**src/rtl/rsf_consts.vh**
```
/*
 * constants for the receive status flag block: register offsets, bit
 * positions, reset values. assumes a 32-bit avalon-mm word bus.
 */
`ifndef RSF_CONSTS_VH
`define RSF_CONSTS_VH

`define RSF_ADDR_W          8
`define RSF_OFS_STATUS      8'h80
`define RSF_OFS_IRQ_ENABLE  8'h7C
`define RSF_DATA_W          32
`define RSF_FLAG_W          8
`define RSF_SLOT_W          10

`define RSF_BIT_OVERRUN     0
`define RSF_BIT_EARLY_SYNC  1
`define RSF_BIT_CLK_FAULT   2
`define RSF_BIT_SLOT_PAR    3
`define RSF_BIT_FINAL_SLOT  4
`define RSF_BIT_DATA_READY  5
`define RSF_BIT_FRAME_START 6
`define RSF_BIT_DMA_OVERRD  7
`define RSF_BIT_ERR_SUM     8
`define RSF_IEN_FRAME_START 7
`define RSF_IEN_DMA_OVERRD  3

`define RSF_FLAGS_RESET     8'h00
`define RSF_IEN_RESET       8'h00
`define RSF_IEN_MASK        8'hBF
`define RSF_FLAG_MASK       8'hF7
`define RSF_ZERO32          32'h00000000

`endif

```
**src/rtl/rsf_sync3.v**
```verilog
/*
 * three-flop input synchroniser with agreement filter for one level.
 * assumes the input is asynchronous to clk; output changes once the
 * second and third stages agree.
 */
`timescale 1ns/10ps
module rsf_sync3 (
    // clock and reset
    input  wire clk,
    input  wire rst,
    // level in and filtered level out
    input  wire din,
    output wire dout
);

    reg s1_q;
    reg s2_q;
    reg s3_q;
    reg out_q;

    // first stage is read only by the second stage
    always @(posedge clk)
    begin
        if (rst)
        begin
            s1_q  <= 1'b0;
            s2_q  <= 1'b0;
            s3_q  <= 1'b0;
            out_q <= 1'b0;
        end
        else
        begin
            s1_q <= din;
            s2_q <= s1_q;
            s3_q <= s2_q;
            if (s2_q == s3_q)
                out_q <= s3_q; // agreement filters a one-stage glitch
        end
    end

    assign dout = out_q;

endmodule

```
**src/rtl/rsf_rx_status.v**
```verilog
/*
 * receive status register with sticky event flags, write-one-to-clear,
 * error summary, slot parity, irq enable register and avalon-mm slave.
 * assumes event inputs are single-cycle pulses from logic on clk, and
 * that the clock fault report arrives as an asynchronous level.
 */
// Design decision made here: the Avalon-MM slave port.
// How it works
// - a hardware set beats a software clear landing in the same cycle
// - such a collision raises a fresh receive interrupt request pulse
// - bit 8 reads as or of overrun, early sync, clock fault, dma flags
// - dma overread flag sets when reads per slot exceed configured receivers
// - flags clear only by writing one; writing zero leaves them
// - interrupt high while any flag is set with its enable bit
// - frame start flag sets on a new receive frame sync
// - data ready flag sets when a word moves into the receive buffer
// - every data ready set also pulses the dma request
// - final slot flag sets with data ready on a frame's last slot
// - bit 3 mirrors slot counter lsb, one meaning odd slot
// - bits 31 to 9 read zero and ignore writes
// - clock fault flag sets when the clock check reports an error
// - early sync flag sets when frame sync arrives too early
// - overrun flag sets when buffer is refilled before it was read
`timescale 1ns/10ps
`include "rsf_consts.vh"
module rsf_rx_status #(
    parameter SLOT_W = `RSF_SLOT_W,
    parameter SER_W  = 4
) (
    // clock and reset
    input  wire                    clk,
    input  wire                    rst,
    // avalon-mm slave
    input  wire [`RSF_ADDR_W-1:0]  avs_address,
    input  wire                    avs_read,
    input  wire                    avs_write,
    input  wire [`RSF_DATA_W-1:0]  avs_writedata,
    input  wire [3:0]              avs_byteenable,
    output wire [`RSF_DATA_W-1:0]  avs_readdata,
    output wire                    avs_waitrequest,
    // receive datapath events, one-cycle pulses on clk, with last slot, receiver count and slot counter as levels
    input  wire                    rx_frame_sync,
    input  wire                    rx_sync_early,
    input  wire                    rx_word_moved,
    input  wire                    rx_buffer_read,
    input  wire                    rx_is_last_slot,
    input  wire                    rx_slot_start,
    input  wire [SER_W-1:0]        rx_rcv_count,
    input  wire                    rx_dma_ser_read,
    input  wire [SLOT_W-1:0]       rx_slot_counter,
    // clock check report, asynchronous level
    input  wire                    rx_clock_fail,
    // interrupt and dma event
    output wire                    rx_irq,
    output wire                    rx_irq_pulse,
    output wire                    rx_dma_request
);

    reg  [`RSF_FLAG_W-1:0] flags_q;
    reg  [`RSF_FLAG_W-1:0] flags_d;
    reg  [`RSF_FLAG_W-1:0] ien_q;
    reg  [`RSF_FLAG_W-1:0] set_vec;
    reg  [`RSF_FLAG_W-1:0] clr_vec;
    reg  [`RSF_DATA_W-1:0] rdata_q;
    reg                    ack_q;
    reg                    buf_full_q;
    reg  [SER_W:0]         reads_q;
    reg                    clk_fail_prev_q;
    reg                    coll_q;
    reg                    dma_req_q;
    wire                   clk_fail_s;
    wire                   wr_status;
    wire                   wr_ien;
    wire                   err_sum;
    wire                   overread;
    wire [SER_W:0]         reads_inc;
    wire [SER_W:0]         reads_now;
    wire [`RSF_FLAG_W-1:0] ien_map;

    // status word assembled from flags and live bits
    function [`RSF_DATA_W-1:0] status_word;
        input [`RSF_FLAG_W-1:0] f;
        input                   sum;
        input                   par;
        begin
            status_word = `RSF_ZERO32; // reserved bits read zero
            status_word[`RSF_FLAG_W-1:0] = f & `RSF_FLAG_MASK;
            status_word[`RSF_BIT_SLOT_PAR] = par;
            status_word[`RSF_BIT_ERR_SUM] = sum;
        end
    endfunction

    rsf_sync3 u_clk_fail_sync (
        .clk  (clk),
        .rst  (rst),
        .din  (rx_clock_fail),
        .dout (clk_fail_s)
    );

    // one-cycle answer: waitrequest drops on the cycle after the request;
    // writes land only on the accepting edge, where waitrequest is low
    assign avs_waitrequest = (avs_read | avs_write) & ~ack_q;
    assign wr_status = avs_write & ack_q & (avs_address == `RSF_OFS_STATUS)
                       & avs_byteenable[0];
    assign wr_ien    = avs_write & ack_q & (avs_address == `RSF_OFS_IRQ_ENABLE)
                       & avs_byteenable[0];

    // summary holds no state, derived each cycle
    assign err_sum = flags_q[`RSF_BIT_OVERRUN] | flags_q[`RSF_BIT_EARLY_SYNC]
                   | flags_q[`RSF_BIT_CLK_FAULT] | flags_q[`RSF_BIT_DMA_OVERRD];

    // dma reads beyond configured receivers within the slot; the count
    // saturates so that a wrap can never hide a later overread
    assign reads_inc = (reads_q == {(SER_W+1){1'b1}}) ? reads_q
                     : reads_q + {{SER_W{1'b0}}, 1'b1};
    // a read on the slot boundary is the first of the new slot
    assign reads_now = rx_slot_start ? {{SER_W{1'b0}}, 1'b1} : reads_inc;
    assign overread  = rx_dma_ser_read & (reads_now > {1'b0, rx_rcv_count});

    // set and clear vectors for the sticky flags
    always @*
    begin
        set_vec = `RSF_FLAGS_RESET;
        set_vec[`RSF_BIT_OVERRUN]     = rx_word_moved & buf_full_q & ~rx_buffer_read;
        set_vec[`RSF_BIT_EARLY_SYNC]  = rx_sync_early;
        set_vec[`RSF_BIT_CLK_FAULT]   = clk_fail_s & ~clk_fail_prev_q;
        set_vec[`RSF_BIT_FINAL_SLOT]  = rx_word_moved & rx_is_last_slot;
        set_vec[`RSF_BIT_DATA_READY]  = rx_word_moved;
        set_vec[`RSF_BIT_FRAME_START] = rx_frame_sync;
        set_vec[`RSF_BIT_DMA_OVERRD]  = overread;
        clr_vec = wr_status ? avs_writedata[`RSF_FLAG_W-1:0] : `RSF_FLAGS_RESET;
        flags_d = ((flags_q & ~clr_vec) | set_vec) & `RSF_FLAG_MASK; // set wins
    end

    // flag, enable and bookkeeping registers
    always @(posedge clk)
    begin
        if (rst)
        begin
            flags_q         <= `RSF_FLAGS_RESET;
            ien_q           <= `RSF_IEN_RESET;
            ack_q           <= 1'b0;
            rdata_q         <= `RSF_ZERO32;
            buf_full_q      <= 1'b0;
            reads_q         <= {(SER_W+1){1'b0}};
            clk_fail_prev_q <= 1'b0;
            coll_q          <= 1'b0;
            dma_req_q       <= 1'b0;
        end
        else
        begin
            flags_q         <= flags_d;
            clk_fail_prev_q <= clk_fail_s;
            ack_q           <= (avs_read | avs_write) & ~ack_q;
            coll_q          <= |(set_vec & clr_vec);
            dma_req_q       <= set_vec[`RSF_BIT_DATA_READY];
            if (wr_ien)
                ien_q <= avs_writedata[`RSF_FLAG_W-1:0] & `RSF_IEN_MASK;
            // buffer occupancy tracks unread words for overrun detection
            if (rx_word_moved)
                buf_full_q <= 1'b1;
            else if (rx_buffer_read)
                buf_full_q <= 1'b0;
            // per-slot dma read count restarts at each slot boundary
            if (rx_slot_start)
                reads_q <= rx_dma_ser_read ? {{SER_W{1'b0}}, 1'b1} : {(SER_W+1){1'b0}};
            else if (rx_dma_ser_read)
                reads_q <= reads_inc;
            // read data latched on the request cycle, shown with the ack
            if (avs_read && !ack_q)
            begin
                if (avs_address == `RSF_OFS_STATUS)
                    rdata_q <= status_word(flags_q, err_sum,
                                           rx_slot_counter[0]);
                else if (avs_address == `RSF_OFS_IRQ_ENABLE)
                    rdata_q <= {24'h000000, ien_q};
                else
                    rdata_q <= `RSF_ZERO32; // unmapped reads zero
            end
        end
    end

    assign avs_readdata = rdata_q;

    // enable bit 7 gates frame start flag 6 and enable bit 3 the dma flag 7;
    // the rest map one to one, status bit 3 is no event and never interrupts
    assign ien_map = {ien_q[`RSF_IEN_DMA_OVERRD], ien_q[`RSF_IEN_FRAME_START],
                      ien_q[`RSF_BIT_DATA_READY:`RSF_BIT_FINAL_SLOT], 1'b0,
                      ien_q[`RSF_BIT_CLK_FAULT:`RSF_BIT_OVERRUN]};
    assign rx_irq  = |(flags_q & ien_map);
    assign rx_irq_pulse   = coll_q;
    assign rx_dma_request = dma_req_q;

endmodule

```
**config.mk**
```make
export PLATFORM = sky130hd
export DESIGN_NAME = rsf_rx_status
export DESIGN_NICKNAME = d
export VERILOG_FILES = /design/src/rtl/rsf_sync3.v /design/src/rtl/rsf_rx_status.v
export VERILOG_INCLUDE_DIRS = /design/src /design/src/rtl
export SDC_FILE = /design/constraint.sdc
export NUM_CORES = 1
export LEC_CHECK = 0
export ABC_CLOCK_PERIOD_IN_PS = 4650
export BUFFER_PORTS_ARGS = -buffer_cell sky130_fd_sc_hd__buf_4
export CAP_MARGIN = 20
export CORE_MARGIN = 2
export CORE_UTILIZATION = 39
export CTS_CLUSTER_DIAMETER = 60
export DETAILED_ROUTE_END_ITERATION = 10
export MAX_ROUTING_LAYER = met4
export PLACE_DENSITY = 0.72
export SETUP_SLACK_MARGIN = 0.15
export SYNTH_ARGS = -nofsm -noshare
export SYNTH_HDL_FRONTEND = slang
export SYNTH_HIERARCHICAL = 1
export SYNTH_SLANG_ARGS = --single-unit
```
**constraint.sdc**
```tcl
create_clock -name clk -period 4.65 [get_ports clk]
set_input_delay 0 -clock clk [delete_from_list [all_inputs] [get_ports clk]]
set_output_delay 0 -clock clk [all_outputs]
set_load 0.02 [all_outputs]
```
==> impl_metrics.ini <==
[status]
status = finished, violations left
violations = hold timing

[hold_path]
hold_path_class = in2reg
hold_path_depth = 3
worstHoldEndpoint = ack_q
hold_start = avs_read

[worst_setup_path]
path_buf_inv = 0
path_delay_family = compound AO/OA/AOI/OAI gates
critPathKind = reg2reg
crit_path_max_incr_delay_ps = 410
crit_top_cell = ha_1
r2r_end = rx_irq_pulse
r2r-start = reads_q[0]
reg2regPathDepth = 9
worstPathMaxFanout = 7
worst_ep_required_time_ps = 4820
startpoint_type = register
worstPathArrival_ps = 2730
crit_chain = ha_1 > nand4_1 > a21oi_1 > ha_1 > a211oi_1 > o21ai_0 > a32oi_1 > o221a_2 > nor3b_1
r2r_setup_slack_ps = 2090
endpoint_kind = register
cp_slowest_cell = dfxtp_1

[sta]
max-slew-margin-rel_pct = 59.4
grt_setup_unrepaired = false
skew_ps = 11.5
hold_viol_final = 1
whs_ps = -7.58
tightest_slew_ps = 608
setup_viol = 0
finalCritPeriodShare_pct = 55.0
fmax_mhz = 391
fin_crit_ps = 2560
slew_violations = 0
fin_tns_setup_ps = 0

[logic_synthesis]
seq_area_frac_synth_pct = 39.8
yosys_warnings = 6
synth_edf_count = 0
synth_cell_types = 43
syn_area_per_cell_um2 = 8.65
ys_seq_elements = 37
ys_async_sr_fraction_pct = 0
synth-main-ff-cell = dfxtp_1
syn_area_mm2 = 0.00186
syn_inst = 215

[grt]
grt.total_usage_pct = 15.9
grt_max_degree = 38
grt_antenna_before_repair = 0
grt_pass1_wl_um = 6290
grt_pass1_vias = 1404
overflow = 0

[detailed_routing]
dr.pass1.iters = 4
vias = 1609
wl_um = 3970
avgViaCountPerCell = 4.94
drc = 0
drtIter0Drc = 110
antenna_left = 0
wl_per_cell_um = 12.2

[power_and_ir_drop]
p_leak_uw = 0.00102
power_density_mw_per_mm2 = 291
ir_drop_mv = 0.172
power_uw = 693

[floorplanning]
initial_core_util_pct = 39.9
dieArea_mm2 = 0.00534
core_area_mm2 = 0.00466
die_y_um = 73.1
row_count = 25
io_pins = 106
die_x_um = 73.1

[clock_network]
cts-root-buf = clkbuf_8
cts_htree_levels = 2
cts_resized = 0
clock_latency_ps = 300
clkTransAtPathRegs_ps = 80
clock_path_buffers = 2
cts_made_buffers = 5
cts_tree = built
clock_sinks = 37

[final_layout]
mostFrequentLayoutCells = 46 x buf_4, 37 x dfxtp_1, 23 x nor2_1, 23 x conb_1, 17 x a21oi_1
n_antenna_cell = 0
final_common_cell = buf_4
fin_nets = 346
areaGrowthSynthToFinish_pct = 28.0
drive_above_1_share_pct = 23.5

[placement]
port_buffers = 46
gp_congestion = 0.736
dpl.hpwl_um = 2840

[job]
maxCapViolations = 0
## logic make-up (layout without fill, tap and decap cells)
logic type               count (synthesis)  in the layout  synth area share, %
XOR/XNOR                                 3              3                 1.41
multiplexers                             8              8                 4.30
other                                    1             23                0.202
adder cells (fa/ha/maj)                  5              5                 3.36
AO/OA/AOI/OAI                           38             38                 13.6
AND/OR/NAND/NOR                         84             84                 24.2
buffers and inverters                   39             74                 13.1
flip-flops                              37             37                 39.8
## report_power, final
part	switching, uW	internal, uW
Combinational	59.9	48.8
Sequential	7.77	328
Clock	114	134
Total	182	511
## timing repair
action | in CTS | in global routing
hold endpoints to repair | 18 | 0
hold buffers | 15 | 0
buffers inserted | 0 | 0
## cell usage after synthesis, types with 3 or more instances
| master | number | share of area [%] |
|---|---|---|
| a21oi_1 | 17 | 4.6 |
| nand3_1 | 3 | 0.81 |
| and3_1 | 3 | 1.0 |
| buf_4 | 23 | 9.3 |
| nor2_2 | 7 | 2.4 |
| nor4_1 | 4 | 1.3 |
| a22oi_1 | 3 | 1.2 |
| mux2i_1 | 8 | 4.3 |
| nand2_1 | 14 | 2.8 |
| inv_1 | 5 | 1.0 |
| nor2b_1 | 7 | 2.4 |
| clkbuf_1 | 5 | 1.0 |
| nand2b_1 | 3 | 1.0 |
| ha_1 | 5 | 3.4 |
| nor3_1 | 8 | 2.2 |
| a221oi_1 | 7 | 3.3 |
| nor2_1 | 23 | 4.6 |
| dfxtp_1 | 37 | 40 |
## flip-flops by register name, summed over array words and instances (netlist names), 5 cells and up
signal / cells
avs_readdata: 9
flags_q: 7
reads_q: 5
ien_q: 7
## per-stage QoR
stage,worst slack (ps),utilization (%),cell area (um^2),instances
final,2090,51.1,2380,326
after global routing,1870,51.1,2380,326
after CTS,2100,51.1,2380,326
after detailed placement,2110,45.7,2130,303
after global placement,2160,45.7,2130,303
after floorplan,2460,-,1940,237
## routing by layer
metal	routed length, um	track usage, %
met5	0	-
met4	54	4.94
met1	1830	19.8
met3	242	5.39
met2	1850	24.4
## worst max-delay path by stage
stage / startpoint / end / slack, ps / cells after the start
after floorplan: reads_q[0] / rx_irq_pulse / 2460 / 9
after global placement: reads_q[0] / rx_irq_pulse / 2160 / 9
after detailed placement: reads_q[0] / rx_irq_pulse / 2110 / 9
after CTS: reads_q[0] / rx_irq_pulse / 2100 / 9
after global routing: reads_q[0] / rx_irq_pulse / 1870 / 9
final: reads_q[0] / rx_irq_pulse / 2090 / 9
## tightest hold or removal path, stage by stage
cell	delay [ps]
buf_4	90
nor2_1	40
nor3_1	110
## final cells by class
type                            count  area [um^2]
Fill cell                         450         2280
Multi-Input combinational cell    161          958
Sequential cell                    37          741
Timing Repair Buffer               61          495
Clock buffer                        7         96.3
Tap cell                           54         67.6
Inverter                            5         18.8
Clock inverter                      1         5.00
No activity file was read; power rests on OpenSTA's default activity.
